==> src/hw/dht_regs.svh <==
`ifndef DHT_REGS_SVH
`define DHT_REGS_SVH

// ************************************************************
// register addresses on the host port
// ************************************************************
`define DHT_A_DATA   3'h0
`define DHT_A_ERROR  3'h1
`define DHT_A_SCNT   3'h2
`define DHT_A_SNUM   3'h3
`define DHT_A_CYLLO  3'h4
`define DHT_A_CYLHI  3'h5
`define DHT_A_SDH    3'h6
`define DHT_A_STAT   3'h7

// ************************************************************
// status bits
// ************************************************************
`define DHT_ST_BUSY  7
`define DHT_ST_RDY   6
`define DHT_ST_XREQ  3
`define DHT_ST_CORR  2
`define DHT_ST_ERR   0

// ************************************************************
// command byte fields
// ************************************************************
`define DHT_OP_RESTORE 4'h1
`define DHT_OP_READ    4'h2
`define DHT_OP_SEEK    4'h7
`define DHT_CMD_DMA    3
`define DHT_CMD_RATE   3:0
`define DHT_ERR_ABORT  8'h04

// ************************************************************
// reset values and sizes
// ************************************************************
`define DHT_RATE_RST   4'h0
`define DHT_RATE_FAST  4'h0
`define DHT_SCNT_LAST  8'h01
`define DHT_BYTE_LAST  8'hff
`define DHT_CYLHI_W    2

// ************************************************************
// timing
// ************************************************************
`define DHT_CLK_NS       20
`define DHT_STEP_FAST_NS 35000
`define DHT_STEP_FAST_CYC ((`DHT_STEP_FAST_NS) / (`DHT_CLK_NS))
`define DHT_STEP_SLOW_US 500
`define DHT_STEP_SLOW_CYC ((`DHT_STEP_SLOW_US) * 1000 / (`DHT_CLK_NS))

`endif

==> src/hw/dht_pkg.sv <==
package dht_pkg;
  // controller sequencing states
  typedef enum logic [2:0] {
    ST_IDLE,
    ST_SEEK,
    ST_FILL,
    ST_XFER,
    ST_DONE
  } dht_state_type;
endpackage

==> src/hw/dht_transfer_ctrl.sv <==
// The register addresses and the plain strobed port were left to the implementer.
`timescale 1ns/1ns
`include "dht_regs.svh"
// Overview of operation
// - busy status bit 7 is set at command start, cleared when host may talk
// - interrupt line rises each time the host must step in, e.g. completion
// - error register is only meaningful while the error flag is set
// - error flag in bit 0, corrected flag in bit 2, mask 5 covers both
// - every command but a good programmed read completes through done; errors show only in status
// - read with dma bit clear interrupts before the buffer goes to host
// - read with dma bit set interrupts after the whole buffer is moved
// - all data goes through a full sector buffer, drained at host pace
// - transfer request line rises once for every byte to move
// - dma read moves sector count sectors, zero meaning 256; a programmed read moves one
// - after dma success count reads zero, number is last sector plus one
// - after fatal error number is failing sector, count is sectors left
// - correctable error sets corrected flag and the read carries on
// - reads may stop partway; completion then comes from the dma side
// - command bit 4 is 0 for read, 1 for all other commands
// - any access to cylinder low clears the transfer request line
// - read performs an implied seek with the stored implied rate
// - restore and seek take explicit rates; seek rate is kept for later
module dht_transfer_ctrl #(
  parameter int STEP_SLOW_CYC = `DHT_STEP_SLOW_CYC
) (
  input  wire logic        mclk,
  input  wire logic        rst,
  input  wire logic [2:0]  addr,
  input  wire logic [7:0]  wdata,
  input  wire logic        wr,
  input  wire logic        rd,
  output logic      [7:0]  rdata_ff,
  output logic             host_interrupt_line_ff,
  output logic             byte_transfer_request_ff,
  input  wire logic        drive_ready,
  input  wire logic        seek_done,
  input  wire logic        dsk_byte_vld,
  input  wire logic [7:0]  dsk_byte,
  input  wire logic        dsk_sector_done,
  input  wire logic        dsk_corrected,
  input  wire logic        dsk_fatal,
  input  wire logic [7:0]  dsk_err_code,
  output logic             seek_req_ff,
  output logic      [19:0] step_period_ff,
  output logic      [9:0]  seek_cyl_ff,
  output logic             read_req_ff,
  output logic      [7:0]  sec_num_ff,
  output logic      [7:0]  sdh_ff
);

  // ************************************************************
  // state
  // ************************************************************
  dht_pkg::dht_state_type state_ff;
  logic [7:0]  cmd_ff;
  logic        busy_ff;
  logic        err_ff;
  logic        corr_ff;
  logic [7:0]  err_reg_ff;
  logic [7:0]  sec_cnt_ff;
  logic [7:0]  cyl_lo_ff;
  logic [1:0]  cyl_hi_ff;
  logic [3:0]  implied_rate_ff;
  logic [7:0]  xptr_ff;
  logic [7:0]  fptr_ff;
  logic        req_hold_ff;
  logic        rdy_meta_ff;
  logic        rdy_sync_ff;
  logic [7:0]  sector_buf [256];
  logic [7:0]  rd_mux;

  // ************************************************************
  // decode
  // ************************************************************
  // opcode decoders, shared by the sequencer and the rate logic
  function automatic logic is_read(input logic [7:0] c);
    return c[7:4] == `DHT_OP_READ;
  endfunction

  function automatic logic is_seek(input logic [7:0] c);
    return c[7:4] == `DHT_OP_SEEK;
  endfunction

  function automatic logic is_restore(input logic [7:0] c);
    return c[7:4] == `DHT_OP_RESTORE;
  endfunction

  // code 0 is the fast rate, every other code scales the slow unit
  function automatic logic [19:0] rate_cyc(input logic [3:0] code);
    if (code == `DHT_RATE_FAST) begin
      return 20'(`DHT_STEP_FAST_CYC);
    end
    return 20'(code * STEP_SLOW_CYC);
  endfunction

  // strobes decoded once and shared by the processes below
  logic cmd_wr;
  logic cmd_ok;
  logic cmd_known;
  logic data_rd;
  logic last_rd;
  logic cyl_access;
  logic dma;
  logic irq_set;
  logic irq_clr;
  logic task_wr;

  assign cmd_wr     = wr && (addr == `DHT_A_STAT);
  // a new command may cut short a sector still being drained
  assign cmd_ok     = cmd_wr && (state_ff == dht_pkg::ST_IDLE || state_ff == dht_pkg::ST_XFER);
  // anything else is aborted but still completes normally
  assign cmd_known  = is_read(wdata) || is_seek(wdata) || is_restore(wdata);
  // data reads outside the transfer phase leave the pointer alone
  assign data_rd    = rd && (addr == `DHT_A_DATA) && (state_ff == dht_pkg::ST_XFER);
  // the last byte of a sector ends the host side of that sector
  assign last_rd    = data_rd && (xptr_ff == `DHT_BYTE_LAST);
  assign cyl_access = (rd || wr) && (addr == `DHT_A_CYLLO);
  assign dma        = cmd_ff[`DHT_CMD_DMA];
  assign task_wr    = wr && !busy_ff;
  // done state completes all but a good programmed read, error or not; that one interrupts on sector fill
  assign irq_set    = (state_ff == dht_pkg::ST_DONE) ||
                      (state_ff == dht_pkg::ST_FILL && dsk_sector_done && !dsk_fatal && !dma);
  assign irq_clr    = cmd_wr || (rd && addr == `DHT_A_STAT);

  // ************************************************************
  // drive ready pin synchroniser
  // ************************************************************
  // a free running pin: two flops before the status mux reads it
  always_ff @(posedge mclk) begin
    if (rst) begin
      rdy_meta_ff <= 1'b0;
      rdy_sync_ff <= 1'b0;
    end else begin
      rdy_meta_ff <= drive_ready;
      rdy_sync_ff <= rdy_meta_ff;
    end
  end

  // ************************************************************
  // command sequencer
  // ************************************************************
  always_ff @(posedge mclk) begin
    if (rst) begin
      state_ff    <= dht_pkg::ST_IDLE;
      cmd_ff      <= 8'h00;
      busy_ff     <= 1'b0;
      err_ff      <= 1'b0;
      corr_ff     <= 1'b0;
      err_reg_ff  <= 8'h00;
      xptr_ff     <= 8'h00;
      seek_req_ff <= 1'b0;
      read_req_ff <= 1'b0;
    end else begin
      // both requests are one cycle pulses unless raised below
      seek_req_ff <= 1'b0;
      read_req_ff <= 1'b0;
      if (cmd_ok) begin
        cmd_ff  <= wdata;
        busy_ff <= 1'b1;
        err_ff  <= 1'b0;
        corr_ff <= 1'b0;
        if (cmd_known) begin
          state_ff    <= dht_pkg::ST_SEEK;
          seek_req_ff <= 1'b1;
        end else begin
          // unsupported commands still finish like any other
          err_ff     <= 1'b1;
          err_reg_ff <= `DHT_ERR_ABORT;
          state_ff   <= dht_pkg::ST_DONE;
        end
      end else begin
        unique case (state_ff)
          dht_pkg::ST_IDLE: begin
            // nothing pending; new commands are taken above
          end
          dht_pkg::ST_SEEK: begin
            if (seek_done) begin
              if (is_read(cmd_ff)) begin
                state_ff    <= dht_pkg::ST_FILL;
                read_req_ff <= 1'b1;
              end else begin
                state_ff <= dht_pkg::ST_DONE;
              end
            end
          end
          dht_pkg::ST_FILL: begin
            // a corrected sector is only noted; a fatal one skips the host transfer
            if (dsk_corrected) begin
              corr_ff <= 1'b1;
            end
            if (dsk_fatal) begin
              err_ff     <= 1'b1;
              err_reg_ff <= dsk_err_code;
              state_ff   <= dht_pkg::ST_DONE;
            end else if (dsk_sector_done) begin
              xptr_ff  <= 8'h00;
              state_ff <= dht_pkg::ST_XFER;
              if (!dma) begin
                busy_ff <= 1'b0;
              end
            end
          end
          dht_pkg::ST_XFER: begin
            // the last byte decides: programmed reads stop, dma refills or finishes
            if (data_rd) begin
              xptr_ff <= xptr_ff + 8'h01;
            end
            if (last_rd) begin
              if (!dma) begin
                state_ff <= dht_pkg::ST_IDLE;
              end else if (sec_cnt_ff == `DHT_SCNT_LAST) begin
                state_ff <= dht_pkg::ST_DONE;
              end else begin
                state_ff    <= dht_pkg::ST_FILL;
                read_req_ff <= 1'b1;
              end
            end
          end
          dht_pkg::ST_DONE: begin
            // one cycle here raises the interrupt at the next edge
            busy_ff  <= 1'b0;
            state_ff <= dht_pkg::ST_IDLE;
          end
        endcase
      end
    end
  end

  // ************************************************************
  // task file: host writes while not busy, sequencer steps sectors
  // ************************************************************
  always_ff @(posedge mclk) begin
    if (rst) begin
      sec_cnt_ff <= 8'h00;
      sec_num_ff <= 8'h00;
      cyl_lo_ff  <= 8'h00;
      cyl_hi_ff  <= 2'h0;
      sdh_ff     <= 8'h00;
    end else if (last_rd && dma) begin
      // only dma reads step the task file; a programmed read leaves it alone
      // count 0 wraps to 255, so zero moves 256 sectors
      sec_cnt_ff <= sec_cnt_ff - 8'h01;
      sec_num_ff <= sec_num_ff + 8'h01;
    end else if (task_wr) begin
      unique case (addr)
        `DHT_A_SCNT:  sec_cnt_ff <= wdata;
        `DHT_A_SNUM:  sec_num_ff <= wdata;
        `DHT_A_CYLLO: cyl_lo_ff  <= wdata;
        `DHT_A_CYLHI: cyl_hi_ff  <= wdata[`DHT_CYLHI_W-1:0];
        `DHT_A_SDH:   sdh_ff     <= wdata;
        default: begin
        end
      endcase
    end
  end

  // ************************************************************
  // stepping rate and seek target
  // ************************************************************
  always_ff @(posedge mclk) begin
    if (rst) begin
      implied_rate_ff <= `DHT_RATE_RST;
      step_period_ff  <= 20'h00000;
      seek_cyl_ff     <= 10'h000;
    end else if (cmd_ok && cmd_known) begin
      seek_cyl_ff <= {cyl_hi_ff, cyl_lo_ff};
      // a restore rate is used once; only a seek rate is kept for implied seeks
      if (is_seek(wdata)) begin
        implied_rate_ff <= wdata[`DHT_CMD_RATE];
      end
      if (is_read(wdata)) begin
        step_period_ff <= rate_cyc(implied_rate_ff);
      end else begin
        step_period_ff <= rate_cyc(wdata[`DHT_CMD_RATE]);
      end
    end
  end

  // ************************************************************
  // sector buffer: disk fills at its speed, host drains at any pace
  // ************************************************************
  // the fill pointer restarts with every sector request
  always_ff @(posedge mclk) begin
    if (rst || read_req_ff) begin
      fptr_ff <= 8'h00;
    end else if (state_ff == dht_pkg::ST_FILL && dsk_byte_vld) begin
      fptr_ff <= fptr_ff + 8'h01;
    end
  end

  // no reset on the array: its contents only matter after a full fill
  always_ff @(posedge mclk) begin
    if (state_ff == dht_pkg::ST_FILL && dsk_byte_vld) begin
      sector_buf[fptr_ff] <= dsk_byte;
    end
  end

  // ************************************************************
  // transfer request line
  // ************************************************************
  // a dma engine stopped early would see a stale request on its next
  // setup, so a cylinder low access holds it off until a new command
  always_ff @(posedge mclk) begin
    if (rst) begin
      req_hold_ff <= 1'b0;
    end else if (cyl_access) begin
      req_hold_ff <= 1'b1;
    end else if (cmd_ok) begin
      // only an accepted command, the next legal transfer, lets it go
      req_hold_ff <= 1'b0;
    end
  end

  // low for one cycle after each byte read, so every byte gets a rising edge
  always_ff @(posedge mclk) begin
    if (rst) begin
      byte_transfer_request_ff <= 1'b0;
    end else begin
      byte_transfer_request_ff <= (state_ff == dht_pkg::ST_XFER) && !req_hold_ff && !cyl_access &&
                                  !data_rd && !cmd_ok;
    end
  end

  // ************************************************************
  // host interrupt: set beats clear
  // ************************************************************
  // a clear landing on a completion would swallow its edge, so set wins
  always_ff @(posedge mclk) begin
    if (rst) begin
      host_interrupt_line_ff <= 1'b0;
    end else if (irq_set) begin
      host_interrupt_line_ff <= 1'b1;
    end else if (irq_clr) begin
      host_interrupt_line_ff <= 1'b0;
    end
  end

  // ************************************************************
  // read data, valid only the cycle after the strobe
  // ************************************************************
  always_comb begin
    rd_mux = 8'h00;
    unique case (addr)
      `DHT_A_DATA:  rd_mux = sector_buf[xptr_ff];
      `DHT_A_ERROR: rd_mux = err_reg_ff;
      `DHT_A_SCNT:  rd_mux = sec_cnt_ff;
      `DHT_A_SNUM:  rd_mux = sec_num_ff;
      `DHT_A_CYLLO: rd_mux = cyl_lo_ff;
      `DHT_A_CYLHI: rd_mux = {6'h00, cyl_hi_ff};
      `DHT_A_SDH:   rd_mux = sdh_ff;
      // reserved status bits keep the zero from the default above
      `DHT_A_STAT: begin
        rd_mux[`DHT_ST_BUSY] = busy_ff;
        rd_mux[`DHT_ST_RDY]  = rdy_sync_ff;
        rd_mux[`DHT_ST_XREQ] = byte_transfer_request_ff;
        rd_mux[`DHT_ST_CORR] = corr_ff;
        rd_mux[`DHT_ST_ERR]  = err_ff;
      end
    endcase
  end

  always_ff @(posedge mclk) begin
    if (rst) begin
      rdata_ff <= 8'h00;
    end else begin
      // zero outside the answer cycle, so a stale byte never looks like data
      rdata_ff <= rd ? rd_mux : 8'h00;
    end
  end

endmodule // dht_transfer_ctrl

==> config.mk <==
export PLATFORM = sky130hd
export DESIGN_NAME = dht_transfer_ctrl
export DESIGN_NICKNAME = d
export VERILOG_FILES = /design/src/hw/dht_pkg.sv /design/src/hw/dht_transfer_ctrl.sv
export VERILOG_INCLUDE_DIRS = /design/src /design/src/hw
export SDC_FILE = /design/constraint.sdc
export NUM_CORES = 2
export LEC_CHECK = 0
export ABC_AREA = 1
export CAP_MARGIN = 20
export CORE_UTILIZATION = 65
export DETAILED_ROUTE_END_ITERATION = 12
export DONT_BUFFER_PORTS = 1
export PLACE_DENSITY = 0.77
export SLEW_MARGIN = 30
export SYNTH_ARGS = -nofsm -noshare
export SYNTH_HDL_FRONTEND = slang
export SYNTH_SLANG_ARGS = --single-unit
==> constraint.sdc <==
create_clock -name mclk -period 7.1 [get_ports mclk]
set_input_delay 0 -clock mclk [delete_from_list [all_inputs] [get_ports mclk]]
set_output_delay 0 -clock mclk [all_outputs]
set_load 0.01 [all_outputs]
Yosys cells after proc, flatten, opt, wreduce, memory -nomap -nowiden:

Memory sizes are Yosys's and may differ from the RTL's. A register that Yosys moved wholly into a read port is not among the register bits.
Cells that the tools add are included.
Widths: inputs -> output; s select.

* $add $sub $neg: 4
* $mul: 2
* div/mod/pow operators: 0
* magnitude comparators: 0
* equal/unequal tests: 27
* shifts and indexed selects: 0
* muxes and demuxes: 66
* bitwise gates (word level): 3
* reduce and logical (&&, ||, !) cells: 61

Operators by type and width (count)
* $mux 8: 15
* $mux 20: 5
* $mul 4x12->16 const B: 2
* $pmux 2 s8: 2
* $mux 1: 28
* $mux 3: 9
* $add 8x1->8 const B: 3
* $logic_and 1x1->1: 18
* $pmux 8 s2: 1
* $reduce_bool 2->1: 8
* $eq 3x3->1 const B: 5
* $ne 3x3->1 const B: 5
* $eq 3x2->1 const B: 4
* $pmux 2 s6: 1
* $pmux 3 s4: 1
* $reduce_and 3->1: 4
* $reduce_and 2->1: 5
* $eq 4x2->1 const B: 2
* $eq 8x1->1 const B: 1
* $eq 8x8->1 const B: 1
* $logic_not 4->1: 2
* $ne 2x2->1 const B: 4
* $pmux 1 s8: 1
* $reduce_and 4->1: 2
* 15 further kinds: 34

* register bits: 121
* bits in latches: 0
* bits in writable memories: 2048
* ROM bits: 0
* bits of input ports: 37
* memories: 1

Memories
* sector_buf: words 256, width 8, rd ports 1, clocked after memory_dff 1, write ports 1, line dht_transfer_ctrl.sv:69 `logic [7:0] sector_buf [256];`

Logic depth before layout (Yosys ltp):

* depth in word-level cells: 8
* mapped depth: 17
* mapped depth without buffers: 17

Least setup slack after synthesis:

OpenSTA, ideal clock, no wires.

* kind: flip-flop to flip-flop
* start: reg implied_rate_ff[1]
* end: reg step_period_ff[15]
* arrival: 2.464 ns
* data required time: 6.985 ns
* slack: 4.520 ns
* cell stages (with the launch flop): 17
* path buffers: 0
* path through: dfxtp_1 -> ha_1 -> xor2_1 -> ha_1 -> a21o_1 -> ha_1 -> nand2_1 -> o21ai_0 -> nand3_1 -> nand2_1 -> nand2_1 -> a21oi_1 -> nand3_1 -> nand2_1 -> o22ai_1 -> o21ai_0 -> inv_1

* word-level cells in the longest chain between the ends: 7

RTL lines
* start, declared: line dht_transfer_ctrl.sv:63 `logic [3:0] implied_rate_ff;`
* start signal, assigned: line dht_transfer_ctrl.sv:262 `` implied_rate_ff <= `DHT_RATE_RST; ``
* start signal, assigned: line dht_transfer_ctrl.sv:269 `` implied_rate_ff <= wdata[`DHT_CMD_RATE]; ``
* branches (longest 5 deep; another with $mul 4x12->16)
* $mux 20 (*): line dht_transfer_ctrl.sv:93 `return 20'(code * STEP_SLOW_CYC);`
* $mux 20 (*): line dht_transfer_ctrl.sv:271 `if (is_read(wdata)) begin`
* end signal, assigned: line dht_transfer_ctrl.sv:272 `step_period_ff <= rate_cyc(implied_rate_ff);`
* end signal, assigned: line dht_transfer_ctrl.sv:274 `` step_period_ff <= rate_cyc(wdata[`DHT_CMD_RATE]); ``
* end, declared: line dht_transfer_ctrl.sv:44 `output logic [19:0] step_period_ff,`

Mark *: on every way between the ends. The select of a mux whose other input is x is not followed.
A chain may end at the register's enable or synchronous reset.

==> impl_metrics.yaml <==
detailed_routing:
  vias_per_cell: 6.389
  drc_errors: 0
  drtPass1Iterations: 7
  ant_nets: 0
  wire_per_inst_um: 24.63
  drt-initial-drc-count: 9327
  detailroute.via_count: 61730
  routed_wirelength_um: 237900
synthesis:
  ys_seq_area_frac: 0.7114
  avgSynthCellArea_sq_um: 11.46
  synth_edf_count: 2048
  ys_ff_latch: 2171
  synthTopCellsByCount: "2220 x nand2_1, 2054 x nand3_1, 2048 x edfxtp_1"
  synth-main-ff-cell: "edfxtp_1"
  synthCells: 7848
  synthTopCellsByArea: "edfxtp_1 68%, nand3_1 11%, nand2_1 9.3%, dfxtp_1 2.7%, nor2_1 1.4%"
  ys_async_sr_fraction: 0
  synth.top_cell.area_share: 0.6840
  ys_warn_count: 0
  synth_area_sq_mm: 0.08991
  synth_most_common_cell: "nand2_1"
  synth_cell_types: 49
  synth.largest_area_cell: "edfxtp_1"
placement:
  place_hpwl_um: 126500
  preCtsSetupSlack_ps: 2647
  numPortBuffers: 0
  gp_congestion: 0.9066
timing:
  slew_headroom: 0.2335
  rsz0062_at_grt: "no"
  tns_ps: 0
  clock.fmax_mhz: 221.2
  clock_skew_ps: 43.49
  drv_slew: 0
  fin_ws_ps: 2578
  finalHoldViolations: 0
  fin_crit_ps: 4522
  setup-violations-final: 0
  worstMarginPinSlew_ps: 1146
  finalCritPeriodShare: 0.6368
worst_setup_path:
  cp.arrival_ps: 5260
  slowest_delay_ps: 920
  crit_family: "simple AND/OR/NAND/NOR gates"
  cpMostUsedCell: "nand3_1"
  end_kind: "register"
  crit_chain: "buf_12, buf_12, nand3_1, nand3_1, nand3_1, nand3_1, nand3_1, nand3_1, nand2_1, nand2_1, nand2_1, o21ai_1, inv_1"
  worstSetupPathType: "reg2reg"
  cpMaxStageDelayCell: "dfxtp_4"
  worstPathMaxFanout: 163
  critPathRequiredTime_ps: 7840
  worst-path-buf-inv: 3
  setup.worst_path.start_class: "register"
floorplan:
  rows: 136
  die_w_um: 373.9
  core_sq_mm: 0.1373
  pin_count: 95
  die_h_um: 373.9
  initial_utilization: 0.6547
  die-area_sq_mm: 0.1398
clock_network:
  clk_latency_ps: 860
  clk_pin_slew_ps: 60
  clock-sinks: 2171
  cts_tree: "yes"
  clockBufferDepth: 3
  htreeDepth: 4
  cts-root-buf: "clkbuf_16"
  cts_inserted_buffers: 206
pwr:
  pwr_density_cell_mw_per_mm2: 314.0
  p_leak_nw: 34.12
  ir_drop_mv: 0.2689
global_routing:
  grt_overflow: 0
  grt_max_degree: 257
  grt_pass1_wl_um: 354500
  grt_pass1_vias: 57540
  antenna_found_initial: 4
  gr-usage-all-layers: 0.3362
finish:
  drive_gt1_frac: 0.05038
  layout.nets: 7772
  fillers: 9123
  syn2layout_area_growth_pct: 8.690
flow_run:
  maxCapViolations: 0
hold_path:
  hp-class: "in2reg"
run_status:
  status: "complete, no violations"
-- layout by cell type (no fill, tap or decap), types with 4 or more instances in the layout --
master,netlist,routed
ha_1,48,48
clkbuf_16,0,211
edfxtp_1,2048,2048
inv_1,164,161
o211ai_1,10,10
inv_2,12,11
a22oi_1,6,6
o22ai_1,13,13
nor3_1,11,10
nor4_1,5,5
inv_6,0,4
bufinv_16,0,14
buf_16,0,20
dlygate4sd3_1,0,64
a21oi_1,98,98
nand2_2,4,10
clkinv_1,0,54
nand2_4,0,5
xor2_1,18,18
diode_2,0,8
o21ai_1,10,10
o21ai_0,94,94
dfxtp_4,0,4
nand3_1,2054,2054
dfxtp_1,123,117
buf_4,80,39
buf_12,1,13
nor2_2,4,5
nand2_1,2220,2209
a211oi_1,11,9
o221ai_1,6,6
clkinvlp_4,0,6
clkbuf_1,109,59
a31oi_1,11,11
nor2_1,336,335
clkinv_2,0,25
nand4_1,5,5
-- path summary, 6_finish.rpt --
kind               startpoint                 end  slack, ps  depth (start not counted)
setup / recovery     register         rdata_ff[7]       2580                         13
setup reg to reg     register         rdata_ff[7]       2580                         13
hold reg to reg   rdy_meta_ff         rdy_sync_ff        420                          2
hold / removal    dsk_byte[5]  sector_buf[121][5]         50                          2
-- where the power goes --
part | total [W] | switching (W) | internal [W]
sequential | 0.0142 | 0.000122 | 0.0140
combinational | 0.00585 | 0.00423 | 0.00162
clock | 0.0107 | 0.00470 | 0.00597
total | 0.0307 | 0.00905 | 0.0216
-- routing by layer --
metal | global-route usage | routed length, um | vias to the layer above
li1 | - | - | 27410
met1 | 0.4740 | 89250 | 29540
met2 | 0.5013 | 107800 | 4169
met3 | 0.07787 | 30000 | 605
met4 | 0.1569 | 10860 | 2
met5 | 0 | 13 | -
-- registers in the layout, summed over array words and instances (netlist names), 2 cells and up, named ones only --
register / cells
sec_num_ff: 8
state_ff: 3
implied_rate_ff: 4
sec_cnt_ff: 8
seek_cyl_ff: 10
cyl_lo_ff: 8
sector_buf: 2048
xptr_ff: 8
rdata_ff: 8
cyl_hi_ff: 2
sdh_ff: 8
err_reg_ff: 8
cmd_ff: 5
fptr_ff: 8
step_period_ff: 17
-- final cells by class --
cell class                      count  area, sq um  share of cell area
Multi-Input combinational cell   4994        22550              0.2307
Inverter                          176        685.7            0.007017
Clock buffer                      271         5515             0.05644
Antenna cell                        8        20.02           0.0002049
Tap cell                         1794         2245             0.02297
Clock inverter                    110        965.9            0.009885
Sequential cell                  2171        63980              0.6547
Timing Repair Buffer              138         1760             0.01802
-- kinds of logic (layout without fill, tap and decap cells) --
logic type / count (synthesis) / after routing / synth area share
other: 1 / 10 / 0.00004171
and+or+nand+nor: 4649 / 4649 / 0.2239
adders and majority gates: 48 / 48 / 0.006680
buffers and inverters: 684 / 695 / 0.03874
AOI/OAI and AO/OA: 275 / 275 / 0.01724
xor gates and xnor gates: 20 / 20 / 0.001948
DFF: 2171 / 2171 / 0.7114
-- per-stage QoR --
stage               instances  power (W)  instance area, sq um    util  hold WS (ps)
CTS                      9638    0.03056                 97300  0.7086        0.1473
global route             9655    0.03169                 97700  0.7115         47.45
finish                   9662    0.03068                 97720  0.7116         53.69
global placement         9186    0.01969                 89930  0.6549         74.16
floorplan                7849    0.01868                 89910       -         98.87
detailed placement       9186    0.01981                 89970  0.6552         76.37
-- what timing repair did --
action	4_1_cts	5_1_grt
hold buffers	71	2
buffers inserted	0	0
resized for setup	0	0
endpoints found under the setup margin	0	0
hold endpoints to repair	2171	26
(Power assumes the default switching activity.)
